==> src/hdl/cpu_bus_decode_map.vh <==
// Address map, field positions and timing counts for the bus decode glue
`ifndef CPU_BUS_DECODE_MAP_VH
`define CPU_BUS_DECODE_MAP_VH

// ----------------------------------------
// Clock and timing
// ----------------------------------------
`define CLK_PERIOD_NS      40
`define IO_ACCESS_NS       120
`define IO_WAIT_CYCLES     ((`IO_ACCESS_NS + `CLK_PERIOD_NS - 1) / `CLK_PERIOD_NS)
`define ROM_BYTE_NS        160
`define ROM_BYTE_CYCLES    ((`ROM_BYTE_NS + `CLK_PERIOD_NS - 1) / `CLK_PERIOD_NS)

// ----------------------------------------
// First-stage decode on address bits 31..29
// ----------------------------------------
`define TOP_FIELD_HI       31
`define TOP_FIELD_LO       29
`define TOP_OTHER_SPACE    3'h0
`define TOP_MEMORY_SPACE   3'h1
`define IACK_TYPE          2'h3
`define LINE_SIZE          2'h3

// ----------------------------------------
// Second-stage decode on address bits 28..25
// ----------------------------------------
`define LOW_FIELD_HI       28
`define LOW_FIELD_LO       25
`define PROGRAM_LOAD_BIT   28
`define SEL_ROM            4'h0
`define SEL_LIGHT          4'h1
`define SEL_SWITCH         4'h2
`define SEL_UART           4'h3
`define SEL_RTC            4'h4

// ----------------------------------------
// Register offsets and data lanes
// ----------------------------------------
`define LIGHT_LATCH_ADDR   32'h0200_0000
`define SWITCH_INPUT_ADDR  32'h0400_0000
`define BYTE_LANE_HI       31
`define BYTE_LANE_LO       24
`define LIGHT_RESET        8'h00
`define BURST_BEATS        3'h4

`endif

==> src/hdl/cpu_bus_decode_glue.v <==
// Address decode, byte enables, start strobe and wait sequencer for the processor bus
`timescale 1ns/100ps
`include "cpu_bus_decode_map.vh"

module cpu_bus_decode_glue #(
	parameter IO_WAIT  = `IO_WAIT_CYCLES,
	parameter ROM_WAIT = `ROM_BYTE_CYCLES
) (
	// Clock and reset
	input  wire        clk,
	input  wire        rstn,
	// Processor bus
	input  wire [31:0] addr,
	input  wire        readNotWrite,
	input  wire [1:0]  transferSize,
	input  wire [1:0]  transferType,
	input  wire        transferStart,
	input  wire [31:0] dataIn,
	output reg         transferAck,
	output reg  [31:0] dataOut,
	output reg         dataOeN,
	output reg         cacheBurstInhibit,
	output reg         iackSelect,
	// Memory controller
	input  wire        memCycleAck,
	output reg         memSelect,
	output reg         controllerStartStrobe,
	output reg         burstRequest,
	output reg  [3:0]  byteColumnStrobe,
	output reg         programLoadStrobe,
	// Peripheral selects
	output reg         romSelect,
	output reg         lightSelect,
	output reg         switchSelect,
	output reg         uartSelect,
	output reg         rtcSelect,
	output reg         slowRead,
	output reg         slowWrite,
	// Boot ROM
	input  wire [7:0]  romData,
	output wire [1:0]  romAddrLow,
	output wire        romRead,
	// Light and switch ports
	input  wire [3:0]  switchPins,
	input  wire [3:0]  presencePins,
	output reg  [7:0]  lightOut
);

	localparam ST_IDLE   = 3'h0;
	localparam ST_STEP1  = 3'h1;
	localparam ST_IOWAIT = 3'h2;
	localparam ST_ROM    = 3'h3;
	localparam ST_SINGLE = 3'h4;
	localparam ST_BURST  = 3'h5;
	localparam ST_END    = 3'h6;

	// ----------------------------------------
	// Helper functions
	// ----------------------------------------
	function [3:0] laneEnables;
		input [1:0] low;
		input [1:0] size;
		begin
			case (size)
				2'h1: laneEnables = 4'h1 << low;
				2'h2: laneEnables = low[1] ? 4'hC : 4'h3;
				default: laneEnables = 4'hF;
			endcase
		end
	endfunction

	function [3:0] bigEndianLanes;
		input [3:0] lanes;
		begin
			bigEndianLanes = {lanes[0], lanes[1], lanes[2], lanes[3]};
		end
	endfunction

	// ----------------------------------------
	// Pin synchronisers
	// ----------------------------------------
	reg  [7:0] pinMeta_reg;
	reg  [7:0] pinSync_reg;

	always @(posedge clk or negedge rstn) begin
		if (!rstn) begin
			pinMeta_reg <= 8'h00;
			pinSync_reg <= 8'h00;
		end else begin
			pinMeta_reg <= {switchPins, presencePins};
			pinSync_reg <= pinMeta_reg;
		end
	end

	// ----------------------------------------
	// First-stage decode
	// ----------------------------------------
	wire [2:0] topField;
	wire [3:0] lowField;
	wire       memHit;
	wire       otherHit;
	wire       iackHit;
	wire       romHit;
	wire       isBurst;

	assign topField = addr[`TOP_FIELD_HI:`TOP_FIELD_LO];
	assign lowField = addr[`LOW_FIELD_HI:`LOW_FIELD_LO];
	assign iackHit  = (transferType == `IACK_TYPE);
	assign memHit   = !iackHit && (topField == `TOP_MEMORY_SPACE);
	assign otherHit = !iackHit && (topField == `TOP_OTHER_SPACE);
	assign romHit   = otherHit && !addr[`PROGRAM_LOAD_BIT] && (lowField == `SEL_ROM);
	assign isBurst  = (transferSize == `LINE_SIZE);

	// ----------------------------------------
	// Latched cycle decode
	// ----------------------------------------
	reg        otherSel_reg;
	reg        write_reg;
	reg        burst_reg;
	reg  [3:0] field_reg;
	reg        loadRange_reg;
	reg        ackSeen_reg;
	reg  [2:0] beat_reg;
	reg        startPending_reg;
	reg  [2:0] state_reg;
	reg  [2:0] state_next;
	reg  [3:0] wait_reg;
	reg        gatherStart;
	wire       gatherDone;
	wire [31:0] gatherWord;
	wire       stepOne;
	wire       seqAck;

	assign stepOne = (state_reg == ST_STEP1);
	assign seqAck  = ((state_reg == ST_IOWAIT) && (wait_reg == 4'h0))
		|| ((state_reg == ST_ROM) && gatherDone);

	always @(posedge clk or negedge rstn) begin
		if (!rstn) begin
			otherSel_reg  <= 1'b0;
			write_reg     <= 1'b0;
			burst_reg     <= 1'b0;
			field_reg     <= 4'h0;
			loadRange_reg <= 1'b0;
		end else if (transferStart && (state_reg == ST_IDLE)) begin
			otherSel_reg  <= otherHit;
			write_reg     <= !readNotWrite;
			burst_reg     <= isBurst;
			field_reg     <= lowField;
			loadRange_reg <= addr[`PROGRAM_LOAD_BIT];
		end else if (transferAck) begin
			otherSel_reg  <= 1'b0;
		end
	end

	// ----------------------------------------
	// Wait-state sequencer
	// ----------------------------------------
	always @* begin
		state_next  = state_reg;
		gatherStart = 1'b0;
		case (state_reg)
			ST_IDLE: begin
				if (transferStart) begin
					if (memHit) begin
						state_next = isBurst ? ST_BURST : ST_SINGLE;
					end else if (romHit && readNotWrite) begin
						state_next  = ST_ROM;
						gatherStart = 1'b1;
					end else if (!iackHit) begin
						state_next = ST_STEP1;
					end
				end
			end
			ST_STEP1:  state_next = ST_IOWAIT;
			ST_IOWAIT: if (wait_reg == 4'h0) state_next = ST_END;
			ST_ROM:    if (gatherDone) state_next = ST_END;
			ST_SINGLE: if (memCycleAck) state_next = ST_END;
			ST_BURST:  if (memCycleAck && (beat_reg == `BURST_BEATS - 3'h1)) state_next = ST_END;
			ST_END:    state_next = ST_IDLE;
			default:   state_next = ST_IDLE;
		endcase
	end

	always @(posedge clk or negedge rstn) begin
		if (!rstn) begin
			state_reg <= ST_IDLE;
			wait_reg  <= 4'h0;
			beat_reg  <= 3'h0;
		end else begin
			state_reg <= state_next;
			if (stepOne) begin
				wait_reg <= IO_WAIT[3:0];
			end else if ((state_reg == ST_IOWAIT) && (wait_reg != 4'h0)) begin
				wait_reg <= wait_reg - 4'h1;
			end
			if (state_reg == ST_IDLE) begin
				beat_reg <= 3'h0;
			end else if ((state_reg == ST_BURST) && memCycleAck) begin
				beat_reg <= beat_reg + 3'h1;
			end
		end
	end

	// ----------------------------------------
	// Transfer acknowledge and data drive
	// ----------------------------------------
	always @(posedge clk or negedge rstn) begin
		if (!rstn) begin
			transferAck <= 1'b0;
			ackSeen_reg <= 1'b0;
			dataOut     <= 32'h0000_0000;
			dataOeN     <= 1'b1;
			lightOut    <= `LIGHT_RESET;
		end else begin
			transferAck <= seqAck
				|| (((state_reg == ST_SINGLE) || (state_reg == ST_BURST)) && memCycleAck);
			ackSeen_reg <= transferAck;
			dataOeN     <= 1'b1;
			if ((state_reg == ST_ROM) && gatherDone) begin
				dataOut <= gatherWord;
				dataOeN <= 1'b0;
			end else if (seqAck && otherSel_reg && !write_reg
				&& (field_reg == `SEL_SWITCH)) begin
				dataOut <= {pinSync_reg, 24'h00_0000};
				dataOeN <= 1'b0;
			end
			if (seqAck && otherSel_reg && write_reg && !loadRange_reg
				&& (field_reg == `SEL_LIGHT)) begin
				lightOut <= dataIn[`BYTE_LANE_HI:`BYTE_LANE_LO];
			end
		end
	end

	// ----------------------------------------
	// Memory controller side
	// ----------------------------------------
	always @(posedge clk or negedge rstn) begin
		if (!rstn) begin
			memSelect             <= 1'b0;
			startPending_reg      <= 1'b0;
			controllerStartStrobe <= 1'b0;
			burstRequest          <= 1'b0;
			byteColumnStrobe      <= 4'h0;
			cacheBurstInhibit     <= 1'b0;
			iackSelect            <= 1'b0;
		end else begin
			startPending_reg      <= transferStart && memHit && (state_reg == ST_IDLE);
			controllerStartStrobe <= startPending_reg;
			if (transferStart && memHit && (state_reg == ST_IDLE)) begin
				memSelect        <= 1'b1;
				burstRequest     <= isBurst;
				byteColumnStrobe <= bigEndianLanes(laneEnables(addr[1:0], transferSize));
			end else begin
				if (burst_reg) begin
					if ((state_reg == ST_BURST) && memCycleAck
						&& (beat_reg == `BURST_BEATS - 3'h1)) begin
						memSelect <= 1'b0;
					end
					if ((state_reg == ST_BURST) && memCycleAck
						&& (beat_reg == `BURST_BEATS - 3'h2)) begin
						burstRequest <= 1'b0;
					end
				end else if (ackSeen_reg) begin
					memSelect <= 1'b0;
				end
				if (!memSelect) begin
					byteColumnStrobe <= 4'h0;
				end
			end
			if (transferStart && !memHit && (state_reg == ST_IDLE)) begin
				cacheBurstInhibit <= 1'b1;
			end else if (transferAck) begin
				cacheBurstInhibit <= 1'b0;
			end
			if (transferStart && iackHit) begin
				iackSelect <= 1'b1;
			end else if (transferAck) begin
				iackSelect <= 1'b0;
			end
		end
	end

	// ----------------------------------------
	// Second-stage decode and slow strobes
	// ----------------------------------------
	always @(posedge clk or negedge rstn) begin
		if (!rstn) begin
			romSelect         <= 1'b0;
			lightSelect       <= 1'b0;
			switchSelect      <= 1'b0;
			uartSelect        <= 1'b0;
			rtcSelect         <= 1'b0;
			programLoadStrobe <= 1'b0;
			slowRead          <= 1'b0;
			slowWrite         <= 1'b0;
		end else if (transferAck || seqAck) begin
			romSelect         <= 1'b0;
			lightSelect       <= 1'b0;
			switchSelect      <= 1'b0;
			uartSelect        <= 1'b0;
			rtcSelect         <= 1'b0;
			programLoadStrobe <= 1'b0;
			slowRead          <= 1'b0;
			slowWrite         <= 1'b0;
		end else if (stepOne && otherSel_reg) begin
			lightSelect  <= !loadRange_reg && (field_reg == `SEL_LIGHT) && write_reg;
			switchSelect <= !loadRange_reg && (field_reg == `SEL_SWITCH) && !write_reg;
			uartSelect   <= !loadRange_reg && (field_reg == `SEL_UART);
			rtcSelect    <= !loadRange_reg && (field_reg == `SEL_RTC);
			programLoadStrobe <= loadRange_reg && write_reg;
			slowRead     <= !write_reg;
			slowWrite    <= write_reg;
		end else if (gatherStart) begin
			romSelect <= 1'b1;
		end
	end

	// ----------------------------------------
	// Boot ROM byte gathering
	// ----------------------------------------
	rom_byte_gather #(
		.WAIT_CYCLES (ROM_WAIT)
	) gather (
		.clk        (clk),
		.rstn       (rstn),
		.start      (gatherStart),
		.done       (gatherDone),
		.word       (gatherWord),
		.romData    (romData),
		.romAddrLow (romAddrLow),
		.romRead    (romRead)
	);

endmodule

==> src/hdl/rom_byte_gather.v <==
// Boot ROM byte gathering machine: four byte reads form one word
`timescale 1ns/100ps
`include "cpu_bus_decode_map.vh"

module rom_byte_gather #(
	parameter WAIT_CYCLES = `ROM_BYTE_CYCLES
) (
	// Clock and reset
	input  wire        clk,
	input  wire        rstn,
	// Control
	input  wire        start,
	output reg         done,
	output reg  [31:0] word,
	// ROM pins
	input  wire [7:0]  romData,
	output reg  [1:0]  romAddrLow,
	output reg         romRead
);

	reg [7:0] dataMeta_reg;
	reg [7:0] dataSync_reg;
	reg [3:0] wait_reg;
	reg       busy_reg;

	// ----------------------------------------
	// Byte stepping and holding registers
	// ----------------------------------------
	always @(posedge clk or negedge rstn) begin
		if (!rstn) begin
			dataMeta_reg <= 8'h00;
			dataSync_reg <= 8'h00;
			wait_reg     <= 4'h0;
			busy_reg     <= 1'b0;
			done         <= 1'b0;
			word         <= 32'h0000_0000;
			romAddrLow   <= 2'h0;
			romRead      <= 1'b0;
		end else begin
			dataMeta_reg <= romData;
			dataSync_reg <= dataMeta_reg;
			done         <= 1'b0;
			if (!busy_reg) begin
				if (start) begin
					busy_reg   <= 1'b1;
					romRead    <= 1'b1;
					romAddrLow <= 2'h0;
					wait_reg   <= WAIT_CYCLES[3:0] + 4'h2;
				end
			end else if (wait_reg != 4'h0) begin
				wait_reg <= wait_reg - 4'h1;
			end else begin
				case (romAddrLow)
					2'h0: word[31:24] <= dataSync_reg;
					2'h1: word[23:16] <= dataSync_reg;
					2'h2: word[15:8]  <= dataSync_reg;
					default: word[7:0] <= dataSync_reg;
				endcase
				if (romAddrLow == 2'h3) begin
					busy_reg   <= 1'b0;
					romRead    <= 1'b0;
					romAddrLow <= 2'h0;
					done       <= 1'b1;
				end else begin
					romAddrLow <= romAddrLow + 2'h1;
					wait_reg   <= WAIT_CYCLES[3:0] + 4'h2;
				end
			end
		end
	end

endmodule

==> config.mk <==
export PLATFORM = sky130hd
export DESIGN_NAME = cpu_bus_decode_glue
export DESIGN_NICKNAME = d
export VERILOG_FILES = /design/src/hdl/cpu_bus_decode_glue.v /design/src/hdl/rom_byte_gather.v
export VERILOG_INCLUDE_DIRS = /design/src /design/src/hdl
export SDC_FILE = /design/constraint.sdc
export NUM_CORES = 1
export LEC_CHECK = 0
export ABC_CLOCK_PERIOD_IN_PS = 2700
export BUFFER_PORTS_ARGS = -buffer_cell sky130_fd_sc_hd__buf_2
export CAP_MARGIN = 40
export CORE_ASPECT_RATIO = 0.5
export CORE_MARGIN = 2
export CORE_UTILIZATION = 33
export DETAILED_ROUTE_END_ITERATION = 8
export GPL_TIMING_DRIVEN = 1
export SYNTH_ARGS = -nofsm -noshare
export SYNTH_HDL_FRONTEND = slang
export SYNTH_HIERARCHICAL = 1
export SYNTH_SLANG_ARGS = --single-unit
==> constraint.sdc <==
create_clock -name clk -period 2.7 [get_ports clk]
set_clock_uncertainty 0.15 [all_clocks]
set_input_delay 0.27 -clock clk [delete_from_list [all_inputs] [get_ports clk]]
set_output_delay 0.27 -clock clk [all_outputs]
set_load 0.01 [all_outputs]
==> impl_metrics.json, run 1 <==
{
  "dieArea_um2": 19600,
  "synth_ff_type": "dfrtp_1",
  "dp_cells": 755,
  "synthTopCellsByArea": "dfrtp_1, mux2_4, a22o_1",
  "grt_max_degree": 61,
  "die_y_um": 99.9,
  "worstMarginPinSlew_ps": 732,
  "dieWidth_um": 196,
  "synth_xor_area_frac": 0.00433,
  "yosys_warnings": 6,
  "synthAdderAreaFrac": 0.0268,
  "core_um2": 17700,
  "synth_nets": 523,
  "path_max_fanout": 8,
  "clock-sinks": 151,
  "ir_drop_uv": 423,
  "pwr_density_cell_nw_per_um2": 784,
  "root_buffer": "clkbuf_16",
  "slew_headroom": 0.511,
  "via_count": 3834,
  "portBuffers": 103,
  "fin_crit_ps": 2450,
  "period_share": 0.908,
  "yosysTopAreaCell": "dfrtp_1",
  "arrival_ps": 2580,
  "rows": 34,
  "synth_edf_count": 0,
  "overflow": 0,
  "top_regs": "dataOut: 32 flops, gather/word: 32 flops",
  "viasPerCell": 4.69,
  "cts.path.max_buffers": 2,
  "avgRoutedWirePerCell_um": 15.7,
  "status": "complete, no violations",
  "multiInputGateArea_um2": 2140,
  "crit_required_ps": 2830,
  "cap_violations": 0,
  "drtPass1Iterations": 6,
  "wl_um": 12800,
  "diodes": 0,
  "met1_length_um": 6290,
  "final_cells": 817,
  "clock_latency_ps": 400,
  "async_reset_ff_frac": 1.00,
  "cts.reportedPaths.clkPinSlew_ps": 60,
  "postLayoutCoreUtil": 0.443,
  "hold_class": "input port to flip-flop",
  "cp-end-kind": "flip-flop",
  "ant_nets": 0,
  "ff_latch_area_um2": 3780,
  "initial_core_util": 0.343,
  "fmax_mhz": 408,
  "synth_top_area_frac": 0.618,
  "drt_iter0_drc": 173,
  "synth_area_um2": 6070,
  "grt_use_total": 0.138,
  "tns_ps": 0,
  "wl_met3_um": 380,
  "layout_common_cells": "dfrtp_1, buf_2, mux2_4",
  "nets": 672,
  "setup_viol": 0,
  "pin_count": 151,
  "place_hpwl_um": 8580,
  "cts_tree": "built",
  "numCtsBuffers": 17,
  "antenna_found_initial": 0,
  "topRoutingLayerUsed": "met4",
  "synth_compound_area_frac": 0.0968,
  "drive_above_1_share": 0.374,
  "htreeDepth": 4,
  "crit_type": "flip-flop to flip-flop",
  "hold_viol": 0,
  "ys_ff_latch": 151,
  "p_leak_uw": 0.00402,
  "place_congestion": 0.768,
  "avgSynthCellArea_um2": 14.4,
  "fill_cells": 1649,
  "layout_commonest_cell": "dfrtp_1",
  "grt_pass1_wl_um": 21400,
  "finalHoldWorstSlack_ps": 17.5,
  "ys_types": 52,
  "drc": 0,
  "synthesis.instances": 421,
  "synth_top_family_by_area": "multiplexers",
  "maxSlewViolCount": 0,
  "placedInstanceArea_um2": 6930,
  "muxShareOfSynthArea": 0.139,
  "rsz0062_at_grt": "false",
  "crit_path_start_kind": "flip-flop",
  "grt_pass1_vias": 4140,
  "route.met2.wl_um": 6100,
  "area_delta_synth_final_pct": 29.0,
  "design_area_um2": 7830,
  "seq_area_frac_synth": 0.623,
  "synthSimpleGateAreaFrac": 0.0845
}
layout make-up:
type,count,share of cell area
clock buffer,17,0.0543
sequential,151,0.483
inverter,21,0.0101
tap,234,0.0374
clock inverter,15,0.0225
multi-input combinational,235,0.273
timing repair buffer,144,0.120
critical path, cell delays in order (launching register included):
cell and delay, ps:
dfrtp_1 380, inv_1 90, ha_1 170, or3b_4 420
nor4b_4 330, o211a_1 420, mux2_2 380
cells in the mapped netlist (2+ instances only):
| library cell | n |
|---|---|
| a21o_1 | 2 |
| a21oi_1 | 9 |
| a22o_1 | 33 |
| a32o_1 | 4 |
| and3_1 | 3 |
| and4b_1 | 2 |
| buf_2 | 3 |
| buf_4 | 2 |
| buf_6 | 2 |
| clkbuf_1 | 7 |
| dfrtp_1 | 150 |
| ha_1 | 13 |
| inv_1 | 21 |
| mux2_2 | 23 |
| mux2_4 | 37 |
| mux2i_1 | 3 |
| nand2_1 | 21 |
| nand2_8 | 4 |
| nand2b_1 | 2 |
| nand3_1 | 10 |
| nor2_1 | 17 |
| nor3_1 | 4 |
| nor3b_1 | 2 |
| nor4b_1 | 3 |
| o211a_1 | 2 |
| o21ai_0 | 14 |
| o22ai_1 | 2 |
| xor2_1 | 2 |
power by group:
group | total [uW] | switching [uW] | internal (uW)
clock network | 2390 | 1060 | 1330
registers | 2750 | 266 | 2490
logic | 996 | 520 | 476
per-stage QoR:
stage | setup WS (ps) | total power (uW)
2_1_floorplan | 379 | 3400
3_3_place_gp | 298 | 3720
3_5_place_dp | 245 | 3750
4_1_cts | 236 | 6210
5_1_grt | 136 | 6470
6_report | 250 | 6140
cells by family (layout without fill, tap and decap cells):
group	Yosys count	in the layout
simple gates	80	80
buf+inv	35	197
compound gates	76	76
mux	63	63
xor+xnor	3	3
flops	151	151
fa+ha+maj	13	13
metal layers:
metal  vias up  global-route usage
li1       1823                   -
met1      1942               0.185
met2        63               0.234
met3         6              0.0272
met4         0              0.0350
met5         -                   0
worst paths after layout:
kind                                       from                 end  slack [ps]  depth (start not counted)
worst min register to register   pinMeta_reg[3]      pinSync_reg[3]         200                          0
worst max-delay path                wait_reg[0]         lightOut[3]         250                          6
min in group asynchronous                  rstn      pinSync_reg[6]         220                          2
worst min-delay path            transferType[0]          iackSelect          20                          2
worst max register to register      wait_reg[0]         lightOut[3]         250                          6
max in group asynchronous                  rstn  gather/wait_reg[1]        1390                          3
what timing repair did:
item | in CTS | in global routing
resized for setup | 0 | 0
buffers inserted | 0 | 0
endpoints found under the hold margin | 78 | 0
hold buffers | 30 | 0
No activity file was read; power rests on OpenSTA's default activity.
==> run 2: changes to the inputs <==
Settings changed: CORE_ASPECT_RATIO 0.5 to 0.9.
==> run 2 against run 1 <==
  * Non-clock buffer count up 4
  * Clock power barely moved
  * Global-route usage increased by 0.41 points
  * Die area down 0.33%
  * Combinational power rose by 4%
  * Sequential power about the same
  * Core utilization down 1.2 points
  * Routed wire length up 1.1%
  * Worst hold slack better by 2.6 ps
  * Via count increased by 2.3%
  * Worst setup slack worse by 28 ps
  * Total power up 0.26%
  * Critical path type unchanged
  * Critical endpoint is now lightOut[6]
==> impl_metrics.json, run 2 (synthesis gave the netlist of run 1 again) <==
{
  "holdPathStages": 2,
  "clock-sinks": 151,
  "layout_setup_ws_ps": 221,
  "crit_path_start_kind": "flip-flop",
  "htreeDepth": 4,
  "grt_max_degree": 73,
  "clock_latency_ps": 410,
  "pwr_density_cell_nw_per_um2": 784,
  "arrival_ps": 2630,
  "cts_hold_buf": 30,
  "viasPerCell": 4.71,
  "drc": 0,
  "ff_latch_area_um2": 3780,
  "drt_iter0_drc": 186,
  "rsz0062_at_grt": "false",
  "slew_headroom": 0.479,
  "dieArea_um2": 19500,
  "crit_required_ps": 2850,
  "pre_cts_ws_ps": 223,
  "numCtsBuffers": 17,
  "cts.path.max_buffers": 2,
  "root_buffer": "clkbuf_16",
  "layout_commonest_cell": "dfrtp_1",
  "place_hpwl_um": 8910,
  "placedInstanceArea_um2": 6950,
  "fmax_mhz": 403,
  "layout_common_cells": "dfrtp_1, buf_2, mux2_4",
  "period_share": 0.918,
  "tns_ps": 0,
  "core_um2": 18200,
  "design_area_um2": 7850,
  "overflow": 0,
  "avgRoutedWirePerCell_um": 15.6,
  "nets": 676,
  "fin_crit_ps": 2480,
  "via_count": 3922,
  "drtPass1Iterations": 4,
  "cts_tree": "built",
  "min_from": "transferType[0]",
  "maxSlewViolCount": 0,
  "grt_pass1_vias": 4160,
  "cp-end-kind": "flip-flop",
  "ir_drop_uv": 443,
  "pin_count": 151,
  "r2r_end": "lightOut[6]",
  "diodes": 0,
  "place_congestion": 0.855,
  "cts.repair.resized": 0,
  "initial_core_util": 0.333,
  "portBuffers": 103,
  "multiInputGateArea_um2": 2140,
  "die_y_um": 133,
  "worstMarginPinSlew_ps": 779,
  "dieWidth_um": 147,
  "cts.reportedPaths.clkPinSlew_ps": 60,
  "drive_above_1_share": 0.378,
  "top_regs": "dataOut: 32 flops, gather/word: 32 flops",
  "p_leak_uw": 0.00404,
  "hold_viol": 0,
  "path_max_fanout": 8,
  "hold_path_end": "iackSelect",
  "ant_nets": 0,
  "grt_pass1_wl_um": 21800,
  "setup_viol": 0,
  "reg2reg_depth": 6,
  "rrSetupSlack_ps": 220,
  "grt_use_total": 0.142,
  "area_delta_synth_final_pct": 29.3,
  "post_cts_buffers": 0,
  "cap_violations": 0,
  "fill_cells": 1722,
  "rows": 47,
  "status": "complete, no violations",
  "r2r-start": "wait_reg[0]",
  "antenna_found_initial": 0,
  "hold_class": "input port to flip-flop",
  "wl_um": 13000,
  "crit_type": "flip-flop to flip-flop"
}
-- run 2: area by class of cell --
cell class	instances	area share
Timing Repair Buffer	148	0.121
Tap cell	245	0.0391
Inverter	21	0.0100
Multi-Input combinational cell	235	0.272
Clock buffer	18	0.0560
Clock inverter	14	0.0206
Sequential cell	151	0.482
-- run 2: power breakdown --
| part | switching, uW | internal [uW] | leakage (uW) | total (uW) |
|---|---|---|---|---|
| Combinational | 553 | 488 | 0.00176 | 1040 |
| Sequential | 241 | 2490 | 0.00199 | 2730 |
| Clock | 968 | 1410 | 0.000296 | 2380 |
| Total | 1760 | 4390 | 0.00404 | 6150 |
-- run 2: worst max-delay path by stage --
stage	start	to	slack [ps]	cells past startpoint
after floorplan	wait_reg[0]	lightOut[0]	380	7
after global placement	wait_reg[0]	lightOut[1]	290	6
after detailed placement	wait_reg[0]	lightOut[5]	220	6
after CTS	wait_reg[0]	lightOut[5]	210	6
after global routing	wait_reg[0]	lightOut[3]	100	6
final	wait_reg[0]	lightOut[6]	220	6
-- run 2: worst max-delay path: stages (launching register included) --
cell and delay (ps):
dfrtp_1 380, inv_1 90, ha_1 180, or3b_4 420
nor4b_4 340, o211a_1 430, mux2_2 380
-- run 2: routing by layer --
layer | part of all wire | routed length, um | GRT usage
met1 | 0.46 | 6040 | 0.190
met2 | 0.47 | 6070 | 0.218
met3 | 0.042 | 549 | 0.0393
met4 | 0.025 | 329 | 0.0614
met5 | 0 | 0 | 0
-- run 2: stage by stage --
stage               power [uW]   util  hold WS, ps  cells
CTS                       6220  0.431         2.09    832
detailed placement        3780  0.381          185    770
finish                    6150  0.431         20.1    832
global placement          3720  0.381          180    770
floorplan                 3400      -         -176    421
global route              6500  0.431         5.01    832
